File: src/rtl/pin_error_params.svh
// Purpose: Offsets, field positions and reset values of the pin and error status bank.
// Assumes: Byte addresses on a 32-bit AXI4-Lite bus.
// Notes: Definitions only.
`ifndef PIN_ERROR_PARAMS_SVH
`define PIN_ERROR_PARAMS_SVH
// The two status registers sit at word indices; the byte address is four times the index.
`define IDX_SETUP_PIN_LEVELS 6'h34
`define IDX_ERROR_CAUSE_INFO 6'h3a
`define OFF_IRQ_STATUS 8'h40
`define OFF_IRQ_MASK 8'h44
`define OFF_CLEAR_CTRL 8'h48
`define RECONFIG_LSB 12
`define FIX_LSB 8
`define RX_CAUSE_LSB 5
`define SOURCE_ID_LSB 0
`define ERROR_CAUSE_RESET 16'h0000
`define RX_CAUSE_MULTI 3'h7
`define RX_CAUSE_LENGTH 3'h3
`define RX_CAUSE_FIXSTOP 3'h5
`define RX_CAUSE_PAGE 3'h6
`define RECONFIG_NOISE 3'h0
`define IRQ_RESET 3'h0
`endif

File: src/rtl/pin_error_pkg.sv
// Purpose: Types shared by the pin and error status bank.
// Assumes: Nothing beyond SystemVerilog.
// Notes: Constants live in the params header.
package pin_error_pkg;
    typedef logic [2:0] cause_t;
    typedef logic [4:0] source_id_t;
    typedef logic [15:0] reg16_t;
endpackage : pin_error_pkg

File: src/rtl/pin_and_error_status_regs.sv
// Purpose: Setup pin mirror and error cause registers behind an AXI4-Lite slave.
// Assumes: Pins are asynchronous; error events come from logic on aclk.
// Notes: One write and one read under way at most.
//
// The AXI4-Lite interface to the registers was left to the implementer.
`include "pin_error_params.svh"

////////////////////////////////////////////////////////////////////////////////
// What this block does
// - Bits 15..9 mirror seven setup pins.
// - Bits 5..0 mirror six further setup pins.
// - Swap and width also appear at 7,6.
// - Bit 8 set when any test pin low.
// - One other setup pin, tolerance, is not shown.
// - Error register read-only with fixed field layout.
// - Reconfig cause cleared by clear-flags or reset.
// - Reconfig cause codes 000 to 101 recorded.
// - Tolerance pin low allows only cause 000.
// - Fix info top bit gives port, hub-gated.
// - Fix info cleared by flag write-one or reset.
// - Low fix bits encode state and substitution.
// - Receive error cause cleared by flag write-one.
// - Receive error codes 000 to 110 recorded.
// - Concurrent length/stop/page errors give 111.
// - Failing source ID captured, cleared alike.
module pin_and_error_status_regs (
    input wire logic aclk,
    input wire logic aresetn,
    input wire logic [7:0] s_axi_awaddr,
    input wire logic s_axi_awvalid,
    output logic s_axi_awready,
    input wire logic [31:0] s_axi_wdata,
    input wire logic [3:0] s_axi_wstrb,
    input wire logic s_axi_wvalid,
    output logic s_axi_wready,
    output logic [1:0] s_axi_bresp,
    output logic s_axi_bvalid,
    input wire logic s_axi_bready,
    input wire logic [7:0] s_axi_araddr,
    input wire logic s_axi_arvalid,
    output logic s_axi_arready,
    output logic [31:0] s_axi_rdata,
    output logic [1:0] s_axi_rresp,
    output logic s_axi_rvalid,
    input wire logic s_axi_rready,
    input wire logic byte_swap_pin,
    input wire logic word_width_pin,
    input wire logic operating_mode_pin,
    input wire logic hub_enable_pin,
    input wire logic ext_hub_write_pin,
    input wire logic ext_hub_read_pin,
    input wire logic code_bypass_pin,
    input wire logic diagnostic_pin,
    input wire logic tx_enable_polarity_pin,
    input wire logic time_prescale_b1,
    input wire logic time_prescale_b0,
    input wire logic warn_prescale_b1,
    input wire logic warn_prescale_b0,
    input wire logic [3:0] factory_test_pins,
    input wire logic test_mode_pin,
    input wire logic ack_tolerance_pin,
    input wire logic soft_reset,
    input wire logic clear_flags_cmd,
    input wire logic reconfig_event,
    input wire pin_error_pkg::cause_t reconfig_code,
    input wire logic line_fix_event,
    input wire logic line_fix_port2,
    input wire pin_error_pkg::cause_t line_fix_code,
    input wire logic line_fix_flag_clear,
    input wire logic rx_error_event,
    input wire pin_error_pkg::cause_t rx_error_code,
    input wire logic rx_err_length,
    input wire logic rx_err_fixstop,
    input wire logic rx_err_page,
    input wire pin_error_pkg::source_id_t rx_error_sid,
    input wire logic rx_error_flag_clear,
    output logic irq
);
    import pin_error_pkg::*;

    localparam int NPIN = 19;

    ////////////////////////////////////////////////////////////////////////////
    // Pin synchronisers: three stages, a change counts when stages two and three agree.
    logic [NPIN-1:0] pin_raw;
    logic [NPIN-1:0] sync1;
    logic [NPIN-1:0] sync2;
    logic [NPIN-1:0] sync3;
    logic [NPIN-1:0] pin_q;

    // Bit positions of pin_raw, kept by every stage behind it:
    //   bit 18 is the byte swap pin;
    //   bit 17 is the word width pin;
    //   bit 16 is the operating mode pin;
    //   bit 15 is the hub enable pin;
    //   bit 14 is the external hub write pin;
    //   bit 13 is the external hub read pin;
    //   bit 12 is the code bypass pin;
    //   bit 11 is the diagnostic pin;
    //   bit 10 is the transmit-enable polarity pin;
    //   bits 9 and 8 are time prescaler bits 1 and 0;
    //   bits 7 and 6 are warning prescaler bits 1 and 0;
    //   bits 5 down to 2 are the factory test pins;
    //   bit 1 is the test mode pin;
    //   bit 0 is the acknowledge tolerance pin.
    // A slip in this map moves every mirrored field, so change both ends together.
    // Raw pin vector; the unmirrored tolerance pin enters it as bit 0.
    assign pin_raw = {byte_swap_pin, word_width_pin, operating_mode_pin, hub_enable_pin,
        ext_hub_write_pin, ext_hub_read_pin, code_bypass_pin, diagnostic_pin,
        tx_enable_polarity_pin, time_prescale_b1, time_prescale_b0, warn_prescale_b1,
        warn_prescale_b0, factory_test_pins, test_mode_pin, ack_tolerance_pin};

    // Shift pins through three flip-flops.
    always_ff @(posedge aclk) begin
        if (!aresetn) begin
            sync1 <= '0;
            sync2 <= '0;
            sync3 <= '0;
        end else begin
            sync1 <= pin_raw;
            sync2 <= sync1;
            sync3 <= sync2;
        end
    end

    // Accept each bit once stages two and three agree.
    always_ff @(posedge aclk) begin
        if (!aresetn) begin
            pin_q <= '1;
        end else begin
            for (int i = 0; i < NPIN; i++) begin
                if (sync2[i] == sync3[i]) begin
                    pin_q[i] <= sync3[i];
                end
            end
        end
    end

    logic test_active;
    logic hub_on;
    logic ack_tol;
    logic [6:0] upper_pins;
    logic [1:0] bus_pins;
    logic [5:0] lower_pins;
    reg16_t pin_word;

    // Test pins are active low; any low shows test mode.
    assign test_active = (pin_q[5:2] != 4'hf) || !pin_q[1];
    // Hub enable pin is active low, so a low level turns the hub on.
    assign hub_on = !pin_q[15];
    // The tolerance pin is synchronised like the others but never mirrored.
    assign ack_tol = pin_q[0];

    // Swap down to code bypass, in pin order.
    assign upper_pins = pin_q[18:12];
    // Swap and width again, so any bus setup finds them in the low byte.
    assign bus_pins = pin_q[18:17];
    // Diagnostic, polarity and the two low bits of both prescalers.
    assign lower_pins = pin_q[11:6];
    // Pin word layout.
    assign pin_word = {upper_pins, test_active, bus_pins, lower_pins};

    ////////////////////////////////////////////////////////////////////////////
    // Error cause fields.
    cause_t reconfig_cause;
    logic [3:0] line_code_fix_info;
    cause_t rx_error_cause;
    source_id_t failing_source_id;
    logic reconfig_ok;
    logic [1:0] multi_cnt;
    cause_t rx_code_eff;

    // With tolerance low only the noise cause reconfigures.
    assign reconfig_ok = ack_tol || (reconfig_code == `RECONFIG_NOISE);
    assign multi_cnt = 2'(rx_err_length) + 2'(rx_err_fixstop) + 2'(rx_err_page);

    // Pick the receive cause code, combining concurrent ones.
    always_comb begin
        rx_code_eff = rx_error_code;
        if (multi_cnt >= 2'd2) begin
            rx_code_eff = `RX_CAUSE_MULTI;
        end else if (rx_err_length) begin
            rx_code_eff = `RX_CAUSE_LENGTH;
        end else if (rx_err_fixstop) begin
            rx_code_eff = `RX_CAUSE_FIXSTOP;
        end else if (rx_err_page) begin
            rx_code_eff = `RX_CAUSE_PAGE;
        end
    end

    // Reconfiguration cause; a new event wins over a clear.
    always_ff @(posedge aclk) begin
        if (!aresetn || soft_reset) begin
            reconfig_cause <= '0;
        end else if (reconfig_event && reconfig_ok) begin
            reconfig_cause <= reconfig_code;
        end else if (clear_flags_cmd) begin
            reconfig_cause <= '0;
        end
    end

    // Line-code correction info with port bit held 0 while hub off.
    always_ff @(posedge aclk) begin
        if (!aresetn || soft_reset) begin
            line_code_fix_info <= '0;
        end else if (line_fix_event) begin
            line_code_fix_info <= {line_fix_port2 && hub_on, line_fix_code};
        end else if (line_fix_flag_clear) begin
            line_code_fix_info <= '0;
        end
    end

    // Receive error cause and failing source.
    always_ff @(posedge aclk) begin
        if (!aresetn || soft_reset) begin
            rx_error_cause <= '0;
            failing_source_id <= '0;
        end else if (rx_error_event || (|multi_cnt)) begin
            rx_error_cause <= rx_code_eff;
            failing_source_id <= rx_error_sid;
        end else if (rx_error_flag_clear) begin
            rx_error_cause <= '0;
            failing_source_id <= '0;
        end
    end

    reg16_t err_word;
    // Error register layout, bit 15 zero.
    assign err_word = {1'b0, reconfig_cause, line_code_fix_info, rx_error_cause,
        failing_source_id};

    ////////////////////////////////////////////////////////////////////////////
    // Interrupt status: sticky, cleared by read, set wins over clear.
    logic [2:0] irq_status;
    logic [2:0] irq_mask;
    logic [2:0] irq_events;
    logic status_read;

    // Events that raise the status bits; a refused reconfiguration raises nothing.
    // The length, stop and page flags each count as a receive error by themselves.
    assign irq_events = {rx_error_event || (|multi_cnt), line_fix_event,
        reconfig_event && reconfig_ok};

    // Sticky status bits. A read of the status word clears them, but an event
    // in the same cycle as that read survives, so no event is ever lost.
    always_ff @(posedge aclk) begin
        if (!aresetn || soft_reset) begin
            irq_status <= `IRQ_RESET;
        end else if (status_read) begin
            irq_status <= irq_events;
        end else begin
            irq_status <= irq_status | irq_events;
        end
    end

    // The interrupt level is registered so the pin comes straight from a flip-flop.
    // It therefore follows the status and mask one cycle late.
    always_ff @(posedge aclk) begin
        if (!aresetn) begin
            irq <= 1'b0;
        end else begin
            irq <= |(irq_status & irq_mask);
        end
    end

    ////////////////////////////////////////////////////////////////////////////
    // AXI4-Lite write channel: address and data in either order.
    logic aw_held;
    logic w_held;
    logic [7:0] aw_addr;
    logic [31:0] w_data;
    logic [3:0] w_strb;
    logic wr_mapped;
    logic wr_to_mask;

    // Decode the held write address. Every register answers OKAY, but only the
    // mask takes data; the status words stay read-only.
    always_comb begin
        wr_mapped = 1'b0;
        wr_to_mask = 1'b0;
        unique case (aw_addr[7:2])
            `IDX_SETUP_PIN_LEVELS: begin
                wr_mapped = 1'b1;
            end
            `IDX_ERROR_CAUSE_INFO: begin
                wr_mapped = 1'b1;
            end
            6'(`OFF_IRQ_STATUS >> 2): begin
                wr_mapped = 1'b1;
            end
            6'(`OFF_IRQ_MASK >> 2): begin
                wr_mapped = 1'b1;
                wr_to_mask = w_strb[0];
            end
            default: begin
                wr_mapped = 1'b0;
            end
        endcase
    end

    // Address and data are taken in either order; the response waits for both.
    always_ff @(posedge aclk) begin
        if (!aresetn) begin
            s_axi_awready <= 1'b0;
            s_axi_wready <= 1'b0;
            aw_held <= 1'b0;
            w_held <= 1'b0;
            aw_addr <= '0;
            w_data <= '0;
            w_strb <= '0;
            s_axi_bvalid <= 1'b0;
            s_axi_bresp <= 2'h0;
        end else begin
            s_axi_awready <= !aw_held && !s_axi_awready && !s_axi_bvalid;
            s_axi_wready <= !w_held && !s_axi_wready && !s_axi_bvalid;
            if (s_axi_awvalid && s_axi_awready) begin
                aw_held <= 1'b1;
                aw_addr <= s_axi_awaddr;
                s_axi_awready <= 1'b0;
            end
            if (s_axi_wvalid && s_axi_wready) begin
                w_held <= 1'b1;
                w_data <= s_axi_wdata;
                w_strb <= s_axi_wstrb;
                s_axi_wready <= 1'b0;
            end
            if (aw_held && w_held && !s_axi_bvalid) begin
                s_axi_bvalid <= 1'b1;
                aw_held <= 1'b0;
                w_held <= 1'b0;
                s_axi_bresp <= wr_mapped ? 2'h0 : 2'h2;
            end else if (s_axi_bvalid && s_axi_bready) begin
                s_axi_bvalid <= 1'b0;
            end
        end
    end

    // Only the mask is writable; status registers ignore writes.
    always_ff @(posedge aclk) begin
        if (!aresetn) begin
            irq_mask <= '0;
        end else if (aw_held && w_held && !s_axi_bvalid && wr_to_mask) begin
            irq_mask <= w_data[2:0];
        end
    end

    ////////////////////////////////////////////////////////////////////////////
    // AXI4-Lite read channel: one cycle from address to data.
    // A status read clears at the very edge that captures the old bits, so
    // the word handed to software is exactly what the clear removes.
    assign status_read = s_axi_arvalid && s_axi_arready &&
        s_axi_araddr[7:2] == 6'(`OFF_IRQ_STATUS >> 2);

    // Read data is captured at the address handshake and held until rready.
    // Unmapped words answer SLVERR with zero data.
    always_ff @(posedge aclk) begin
        if (!aresetn) begin
            s_axi_arready <= 1'b0;
            s_axi_rvalid <= 1'b0;
            s_axi_rdata <= '0;
            s_axi_rresp <= 2'h0;
        end else begin
            s_axi_arready <= !s_axi_rvalid && !s_axi_arready;
            if (s_axi_arvalid && s_axi_arready) begin
                s_axi_arready <= 1'b0;
                s_axi_rvalid <= 1'b1;
                s_axi_rresp <= 2'h0;
                unique case (s_axi_araddr[7:2])
                    `IDX_SETUP_PIN_LEVELS: s_axi_rdata <= {16'h0000, pin_word};
                    `IDX_ERROR_CAUSE_INFO: s_axi_rdata <= {16'h0000, err_word};
                    6'(`OFF_IRQ_STATUS >> 2): s_axi_rdata <= {29'h0, irq_status};
                    6'(`OFF_IRQ_MASK >> 2): s_axi_rdata <= {29'h0, irq_mask};
                    default: begin
                        s_axi_rdata <= '0;
                        s_axi_rresp <= 2'h2;
                    end
                endcase
            end else if (s_axi_rvalid && s_axi_rready) begin
                s_axi_rvalid <= 1'b0;
            end
        end
    end
endmodule : pin_and_error_status_regs

File: config.mk
export PLATFORM = sky130hd
export DESIGN_NAME = pin_and_error_status_regs
export DESIGN_NICKNAME = d
export VERILOG_FILES = /design/src/rtl/pin_error_pkg.sv /design/src/rtl/pin_and_error_status_regs.sv
export VERILOG_INCLUDE_DIRS = /design/src /design/src/rtl
export SDC_FILE = /design/constraint.sdc
export NUM_CORES = 1
export LEC_CHECK = 0
export ABC_CLOCK_PERIOD_IN_PS = 2200
export BUFFER_PORTS_ARGS = -buffer_cell sky130_fd_sc_hd__buf_2
export CORE_MARGIN = 1.5
export CORE_UTILIZATION = 35
export DETAILED_ROUTE_END_ITERATION = 10
export PLACE_DENSITY = 0.6
export SYNTH_ARGS = -nofsm -noshare
export SYNTH_HDL_FRONTEND = slang
export SYNTH_SLANG_ARGS = --single-unit
export TNS_END_PERCENT = 20
File: constraint.sdc
create_clock -name aclk -period 2.2 [get_ports aclk]
set_input_delay 0.33 -clock aclk [delete_from_list [all_inputs] [get_ports aclk]]
set_output_delay 0.33 -clock aclk [all_outputs]
set_load 0.01 [all_outputs]
==> results of run 1 <==
per-stage QoR:
step                      cell area [um2]  setup WS (ns)  std cells  utilization (%)  power, uW
after CTS                            5850          0.465        756             44.3       5770
after detailed placement             5240          0.187        724             39.8       2930
after global placement               5240          0.239        724             39.8       2920
after global routing                 5850          0.318        756             44.3       5930
final                                5850          0.480        756             44.3       5700
after floorplan                      4760          0.366        493                -       2820
synthesized netlist by cell type, types with 2 or more instances:
library cell | count | area (um2)
nor2_1 | 41 | 154
buf_4 | 19 | 143
a22o_1 | 17 | 149
or4_1 | 2 | 15.0
nor3b_1 | 9 | 67.6
and3_1 | 2 | 12.5
nand3_1 | 17 | 85.1
nand2b_1 | 5 | 31.3
o21ai_0 | 25 | 125
nand2_1 | 15 | 56.3
a22o_2 | 10 | 100
inv_1 | 4 | 15.0
a221o_1 | 3 | 30.0
nand3b_1 | 6 | 45.0
mux2i_1 | 6 | 60.1
buf_2 | 2 | 10.0
and2_1 | 57 | 357
dfxtp_1 | 133 | 2660
a21oi_1 | 52 | 260
or2_2 | 2 | 12.5
nor3_1 | 12 | 60.1
clkbuf_1 | 20 | 75.1
power by group:
| group | switching [uW] | total [uW] | internal, uW |
|---|---|---|---|
| clock | 1010 | 2820 | 1810 |
| sequential | 66.9 | 2580 | 2510 |
| combinational | 168 | 304 | 135 |
| total | 1240 | 5700 | 4450 |
critical path: stages (launching register included):
cell and delay (ns):
dfxtp_1 0.31, nand2_1 0.10, inv_1 0.09, nor2_1 0.87
a22o_2 0.29
state kept, by name (all words and copies together) (netlist names), 4 cells and up:
| signal | cells |
|---|---|
| sync2 | 19 |
| aw_addr | 6 |
| sync1 | 19 |
| failing_source_id | 5 |
| line_code_fix_info | 4 |
| sync3 | 19 |
| s_axi_rdata | 16 |
| pin_q | 19 |
layer usage:
metal | vias to the layer above | wire (um) | GRT usage [%]
li1 | 1788 | - | -
met1 | 1617 | 4600 | 17.7
met2 | 89 | 4260 | 21.9
met3 | 18 | 424 | 3.98
met4 | 0 | 197 | 7.08
met5 | - | 0 | 0
worst max path at each step:
stage,endpoint,slack (ns),from
CTS,s_axi_rdata[10],0.47,s_axi_arready
floorplan,failing_source_id[2],0.37,rx_err_length
finish,s_axi_rdata[10],0.48,s_axi_arready
global route,s_axi_rdata[8],0.32,s_axi_arready
global placement,failing_source_id[1],0.24,rx_err_length
detailed placement,failing_source_id[0],0.19,rx_err_length
logic make-up (layout without fill, tap and decap cells):
kind of cell,after synthesis,count (layout),synth area share [%]
other,1,18,0.0799
flip-flops,133,133,56.7
multiplexers,6,6,1.28
adder cells (fa/ha/maj),1,1,0.426
buffers and inverters,46,133,5.41
AO/OA/AOI/OAI,113,113,15.6
AND/OR/NAND/NOR,176,176,20.5
layout by cell type (no fill, tap or decap), types with 4 or more instances in the layout:
cell / count
a22o_1: 17
buf_4: 7
a22o_2: 10
conb_1: 18
nor3b_1: 9
a21oi_1: 52
buf_2: 90
nor2_1: 41
and2_1: 57
nand3_1: 17
nor3_1: 12
nand3b_1: 6
clkinvlp_4: 5
o21ai_0: 25
clkbuf_16: 17
nand2_1: 15
mux2i_1: 6
nand2b_1: 5
inv_1: 4
dfxtp_1: 133
layout make-up:
class,count,area (um2)
Fill cell,1307,7340
Sequential cell,133,2660
Multi-Input combinational cell,314,1840
Timing Repair Buffer,97,503
Clock buffer,20,447
Tap cell,176,220
Clock inverter,12,155
Inverter,4,15.0
==> results.py, run 1 <==
metrics = {
    "status": {
        "outcome": "completed",
    },
    "worst_hold_path": {
        "holdPathStages": 2,
        "min_to": "sync1[12]",
        "holdCritStartpoint": "code_bypass_pin",
        "hp-class": "input port to flip-flop",
    },
    "floorplanning": {
        "start_util_pct": 35.6,
        "dieArea_um2": 14100,
        "rows": 42,
        "dieWidth_um": 119,
        "die-height_um": 119,
        "coreArea_um2": 13200,
        "ioPinCount": 145,
    },
    "sta": {
        "rsz0062_at_grt": "no",
        "max_freq_mhz": 581,
        "max_slew.worst_pin.slew_ns": 1.16,
        "setup_viol_count_final": 0,
        "fin_hold_ws_ns": 0.121,
        "fin_crit_ns": 1.72,
        "drv_slew": 0,
        "finalCritPeriodShare_pct": 78.2,
        "maxSlewHeadroom_pct": 22.7,
        "setup_tns_ns": 0,
        "clock_skew_ns": 0.00588,
        "hold_viol_final": 0,
    },
    "placement": {
        "place.gp.congestion": 0.778,
        "detailed_place_hpwl_mm": 6.66,
        "numPortBuffers": 90,
    },
    "critical_path": {
        "crit_required_ns": 2.56,
        "path_max_fanout": 15,
        "r2r_end": "s_axi_rdata[10]",
        "r2r_slack_ns": 0.48,
        "rr_worst_depth": 4,
        "crit_type": "flip-flop to flip-flop",
        "timing.rr.start": "s_axi_arready",
        "arrival_ns": 2.08,
        "endpoint_kind": "flip-flop",
        "critPathLaunchType": "flip-flop",
    },
    "synth": {
        "ys_warn_count": 0,
        "async_flop_share_pct": 0,
        "synth_seq_cells": 133,
        "synthFlopType": "dfxtp_1",
        "synth_cells": 476,
        "synthesis.area_um2": 4700,
        "ys_seq_area_share_pct": 56.7,
        "synth_area_per_cell_um2": 9.87,
        "synth-edff-count": 0,
        "synth.distinct_cells": 39,
    },
    "final_layout": {
        "area_growth_pct": 24.5,
        "nets": 671,
        "antenna-diode-count": 0,
        "drive_above_1_share_pct": 24.7,
    },
    "routing": {
        "drt_first_pass_iters": 4,
        "dr.first_iter.drc_count": 195,
        "drc": 0,
        "ant_nets": 0,
        "viasPerCell": 4.65,
        "finalWirelength_mm": 9.48,
        "wl_per_cell_um": 12.5,
        "vias": 3512,
    },
    "pwr": {
        "vdd_drop_max_v": 0.000583,
        "p_leak_uw": 0.00243,
        "p_per_area_nw_per_um2": 975,
    },
    "global_route": {
        "grt_use_total_pct": 14.0,
        "antenna_found_initial": 0,
        "grt_start_max_net_pins": 49,
        "grt_pass1_wl_mm": 15.4,
        "grt_pass1_vias": 3279,
        "grt_overflow": 0,
    },
    "clocking": {
        "clockRootBuffer": "clkbuf_16",
        "hold_buffers": 0,
        "post_cts_resized": 0,
        "cts_made_buffers": 17,
        "clock-sinks": 133,
        "post_cts_buffers": 0,
        "htreeDepth": 4,
        "cts.clk_slew.worst_paths_ns": 0.06,
        "cts.path.max_buffers": 2,
        "tritoncts": "yes",
        "clk_latency_ns": 0.41,
    },
    "flow_run": {
        "cap_violations": 0,
    },
}
(Power assumes the default switching activity.)
==> run 2: changes to the inputs <==
Settings changed: ABC_CLOCK_PERIOD_IN_PS 2200 to 1400, PLACE_DENSITY 0.6 to 0.62.
Clock period 2.2 ns to 1.4 ns, I/O delays scaled along.
==> results.py, run 2 (same netlist as run 1, synthesis figures left out) <==
metrics = {
    "sta": {
        "fin_hold_ws_ns": 0.0185,
        "hold_viol_final": 0,
        "max_slew.worst_pin.slew_ns": 0.595,
        "max_freq_mhz": 676,
        "rsz0062_at_grt": "yes",
        "setup_tns_ns": -0.233,
        "maxSlewHeadroom_pct": 60.3,
        "fin_crit_ns": 1.48,
        "fin_ws_ns": -0.0793,
        "drv_slew": 0,
        "setup_viol_count_final": 3,
        "clock_skew_ns": 0.00412,
        "finalCritPeriodShare_pct": 106,
    },
    "pwr": {
        "p_per_area_nw_per_um2": 1520,
        "vdd_drop_max_v": 0.000755,
        "p_leak_uw": 0.00264,
    },
    "floorplanning": {
        "rows": 42,
        "ioPinCount": 145,
        "die-height_um": 119,
        "dieArea_um2": 14100,
        "start_util_pct": 35.6,
        "coreArea_um2": 13200,
        "dieWidth_um": 119,
    },
    "final_layout": {
        "final_common_cell": "dfxtp_1",
        "nets": 704,
        "design_area_um2": 6270,
        "drive_above_1_share_pct": 27.3,
        "fillCellCount": 1215,
        "antenna-diode-count": 0,
        "final_cell_mix": "dfxtp_1, buf_2, and2_1",
        "area_growth_pct": 33.5,
    },
    "routing": {
        "wl_per_cell_um": 12.5,
        "viasPerCell": 4.62,
        "vias": 3638,
        "drt_first_pass_iters": 4,
        "finalWirelength_mm": 9.86,
        "dr.first_iter.drc_count": 185,
        "drc": 0,
        "ant_nets": 0,
    },
    "placement": {
        "preCtsSetupSlack_ns": -0.388,
        "numPortBuffers": 90,
        "place_area_um2": 5410,
        "place.gp.congestion": 0.794,
        "detailed_place_hpwl_mm": 6.95,
    },
    "global_route": {
        "grt_overflow": 0,
        "grt_use_total_pct": 14.4,
        "grt_pass1_wl_mm": 16.0,
        "grt_pass1_vias": 3432,
        "antenna_found_initial": 0,
        "grt_start_max_net_pins": 81,
    },
    "critical_path": {
        "critPathLaunchType": "flip-flop",
        "slowest_stage": "or4_4",
        "crit_type": "flip-flop to flip-flop",
        "crit_chain": "or4_4 -> nor3_4 -> buf_6 -> mux2i_1 -> nor2_1",
        "endpoint_kind": "flip-flop",
        "path_max_fanout": 3,
        "r2r_slack_ns": -0.08,
        "crit_path_max_incr_delay_ns": 0.55,
        "arrival_ns": 1.77,
        "crit_required_ns": 1.69,
    },
    "clocking": {
        "clock-sinks": 133,
        "clk_latency_ns": 0.41,
        "clockRootBuffer": "clkbuf_16",
        "cts_made_buffers": 17,
        "htreeDepth": 4,
        "tritoncts": "yes",
        "cts.path.max_buffers": 2,
        "cts.clk_slew.worst_paths_ns": 0.05,
    },
    "flow_run": {
        "cap_violations": 0,
    },
    "status": {
        "failed_checks": "negative setup slack",
        "outcome": "finished with violations",
    },
    "worst_hold_path": {
        "hp-class": "input port to flip-flop",
    },
}
run 2: changes by cell type in the layout (fill, tap and decap cells not counted), sizes merged:
cell,delta
clkinv,-3
buf,+19
clkbuf,+3
bufinv,+3
clkinvlp,-4
dlygate4sd3,+14
run 2: timing repair:
action	4_1_cts	5_1_grt
gates cloned	0	0
setup endpoints to repair	20	24
setup buffers	0	1
pin swaps	0	2
hold endpoints to repair	14	0
hold buffers	14	0
gates resized for setup	5	7
run 2: where the power goes:
part,internal (uW),switching [uW]
combinational,283,295
clock,3430,1500
sequential,3950,97.6
total,7660,1890
run 2: worst max-delay path, delay by kind of cell, from the launching register on:
family / cells / cell delay [ns]
DFF: 1 / 0.31
muxes: 1 / 0.17
and+or+nand+nor: 3 / 0.74
buffers and inverters: 1 / 0.13
run 2: layout make-up:
type	instances	area [um2]	share of cell area [%]
multi-input cells	314	1880	30.0
repair buffers	130	825	13.2
flip-flops and latches	133	2660	42.5
clock inverters	8	196	3.13
inverters	4	15.0	0.239
well taps	176	220	3.51
clock buffers	23	468	7.46
run 2: final timing paths:
check / cells past startpoint / start / endpoint
min reg2reg: 1 / sync1[2] / sync2[2]
min: 2 / factory_test_pins[1] / sync1[3]
max: 5 / aw_addr[3] / irq_mask[2]
max reg2reg: 5 / aw_addr[3] / irq_mask[2]
run 2: per-stage QoR:
step                      utilization, %  power [uW]  std cells
final                               47.5        9550        788
after global routing                47.5        9900        788
after CTS                           47.3        9650        787
after detailed placement            41.0        4660        742
after global placement              41.0        4630        742
after floorplan                        -        4440        493
run 2: layer usage:
layer | share of wire [%] | track usage [%]
met5 | 0 | 0
met4 | 1.9 | 7.61
met3 | 4.1 | 3.40
met2 | 47 | 23.7
met1 | 47 | 17.5
==> run 3: changes to the inputs <==
Settings changed: BUFFER_PORTS_ARGS -buffer_cell sky130_fd_sc_hd__buf_2 to -buffer_cell sky130_fd_sc_hd__buf_4, PLACE_DENSITY 0.62 to 0.71.
==> results.py, run 3 (same netlist as run 1, synthesis figures left out) <==
metrics = {
    "global_route": {
        "grt_pass1_vias": 3591,
        "grt_overflow": 0,
        "grt_use_total_pct": 15.3,
        "grt_start_max_net_pins": 81,
        "grt_pass1_wl_mm": 17.0,
        "antenna_found_initial": 0,
    },
    "routing": {
        "ant_nets": 0,
        "drc": 0,
        "finalWirelength_mm": 10.3,
        "drt_first_pass_iters": 4,
        "vias": 3608,
        "wl_per_cell_um": 13.0,
        "dr.first_iter.drc_count": 254,
        "viasPerCell": 4.58,
    },
    "critical_path": {
        "crit_required_ns": 1.69,
        "crit_chain": "or4_4 -> nor3_2 -> buf_4 -> mux2i_1 -> nor2_1",
        "rr_worst_depth": 5,
        "path_max_fanout": 3,
        "crit_type": "flip-flop to flip-flop",
        "timing.rr.start": "aw_addr[7]",
        "crit_path_max_incr_delay_ns": 0.54,
        "arrival_ns": 1.78,
        "critPathLaunchType": "flip-flop",
        "r2r_slack_ns": -0.09,
        "r2r_end": "irq_mask[1]",
        "slowest_stage": "or4_4",
        "endpoint_kind": "flip-flop",
    },
    "sta": {
        "finalCritPeriodShare_pct": 106,
        "maxSlewHeadroom_pct": 55.5,
        "setup_tns_ns": -0.236,
        "hold_viol_final": 0,
        "setup_viol_count_final": 3,
        "fin_crit_ns": 1.49,
        "max_freq_mhz": 671,
        "max_slew.worst_pin.slew_ns": 0.667,
        "fin_ws_ns": -0.0897,
        "rsz0062_at_grt": "yes",
        "drv_slew": 0,
        "clock_skew_ns": 0.00642,
    },
    "final_layout": {
        "design_area_um2": 6360,
        "area_growth_pct": 35.4,
        "final_cell_mix": "dfxtp_1, buf_4, and2_1",
        "final_common_cell": "dfxtp_1",
        "fillCellCount": 1258,
        "drive_above_1_share_pct": 28.0,
        "fin_cells": 787,
        "nets": 703,
        "antenna-diode-count": 0,
    },
    "clocking": {
        "clk_latency_ns": 0.41,
        "cts.path.max_buffers": 2,
        "clockRootBuffer": "clkbuf_16",
        "post_cts_buffers": 0,
        "cts.clk_slew.worst_paths_ns": 0.05,
        "htreeDepth": 4,
        "tritoncts": "yes",
        "cts_made_buffers": 17,
        "clock-sinks": 133,
    },
    "status": {
        "failed_checks": "negative setup slack",
        "outcome": "finished with violations",
    },
    "flow_run": {
        "cap_violations": 0,
    },
    "placement": {
        "place.gp.congestion": 0.808,
        "place_area_um2": 5650,
        "preCtsSetupSlack_ns": -0.368,
        "detailed_place_hpwl_mm": 7.34,
        "numPortBuffers": 90,
        "dpl.cell_count": 743,
    },
    "worst_hold_path": {
        "hp-class": "input port to flip-flop",
        "holdPathStages": 2,
        "holdCritStartpoint": "tx_enable_polarity_pin",
        "min_to": "sync1[10]",
    },
    "floorplanning": {
        "rows": 42,
        "dieArea_um2": 14100,
        "die-height_um": 119,
        "start_util_pct": 35.6,
        "dieWidth_um": 119,
        "ioPinCount": 145,
        "coreArea_um2": 13200,
    },
    "pwr": {
        "vdd_drop_max_v": 0.000717,
        "p_leak_uw": 0.00264,
        "p_per_area_nw_per_um2": 1380,
    },
}
[run 3: cell types whose count changed in the layout (fill, tap and decap cells not counted), sizes merged]
cell and delta:
dlygate4sd3 -1, bufinv -5, clkinvlp +1, clkinv +5
clkbuf -1
[run 3: metal layers]
| layer | GRT usage, % | share of wire [%] | up-vias |
|---|---|---|---|
| li1 | - | - | 1855 |
| met1 | 19.6 | 46 | 1636 |
| met2 | 23.6 | 46 | 102 |
| met3 | 5.12 | 5.8 | 15 |
| met4 | 6.78 | 2.2 | 0 |
| met5 | 0 | 0 | - |
[run 3: worst max path at each step]
stage                  start  slack, ns                   end  depth (start not counted)
6_report          aw_addr[7]      -0.09           irq_mask[1]                          5
5_1_grt           aw_addr[7]      -0.16           irq_mask[0]                          5
4_1_cts           aw_addr[7]       -0.1           irq_mask[1]                          5
3_5_place_dp   rx_err_length      -0.37  failing_source_id[1]                          7
3_3_place_gp   rx_err_length      -0.33  failing_source_id[4]                          7
2_1_floorplan  rx_err_length      -0.23  failing_source_id[2]                          7
[run 3: where the power goes]
group	total [uW]	leakage [uW]	switching (uW)	internal [uW]
Clock	4080	0.000272	1520	2560
Sequential	4050	0.00109	103	3950
Combinational	623	0.00127	288	335
Total	8750	0.00264	1910	6840
[run 3: critical path, delay by kind of cell, from the launching register on]
kind | cells | cell delay (ns)
simple gates | 3 | 0.72
buf+inv | 1 | 0.16
mux | 1 | 0.18
flops | 1 | 0.32
[run 3: metrics by stage]
stage	total power, uW	hold slack, ns	util (%)
final	8750	0.0164	48.2
after global routing	9120	0.00605	48.2
after CTS	8840	0.000472	47.9
after detailed placement	4720	0.417	42.8
after global placement	4680	0.419	42.8
after floorplan	4440	0.337	-
[run 3: repair_timing]
item                                   4_1_cts  5_1_grt
setup endpoints to repair                   18       22
hold buffers                                11        2
gates resized for setup                      2        6
endpoints found under the hold margin       11        2
pin swaps                                    1        1
[run 3: cell type report]
class / instances / area (um2) / share of cell area, %
flip-flops and latches: 133 / 2660 / 41.9
clock inverters: 9 / 78.8 / 1.24
well taps: 176 / 220 / 3.46
clock buffers: 22 / 474 / 7.46
multi-input cells: 314 / 1880 / 29.6
inverters: 4 / 15.0 / 0.236
repair buffers: 129 / 1030 / 16.1
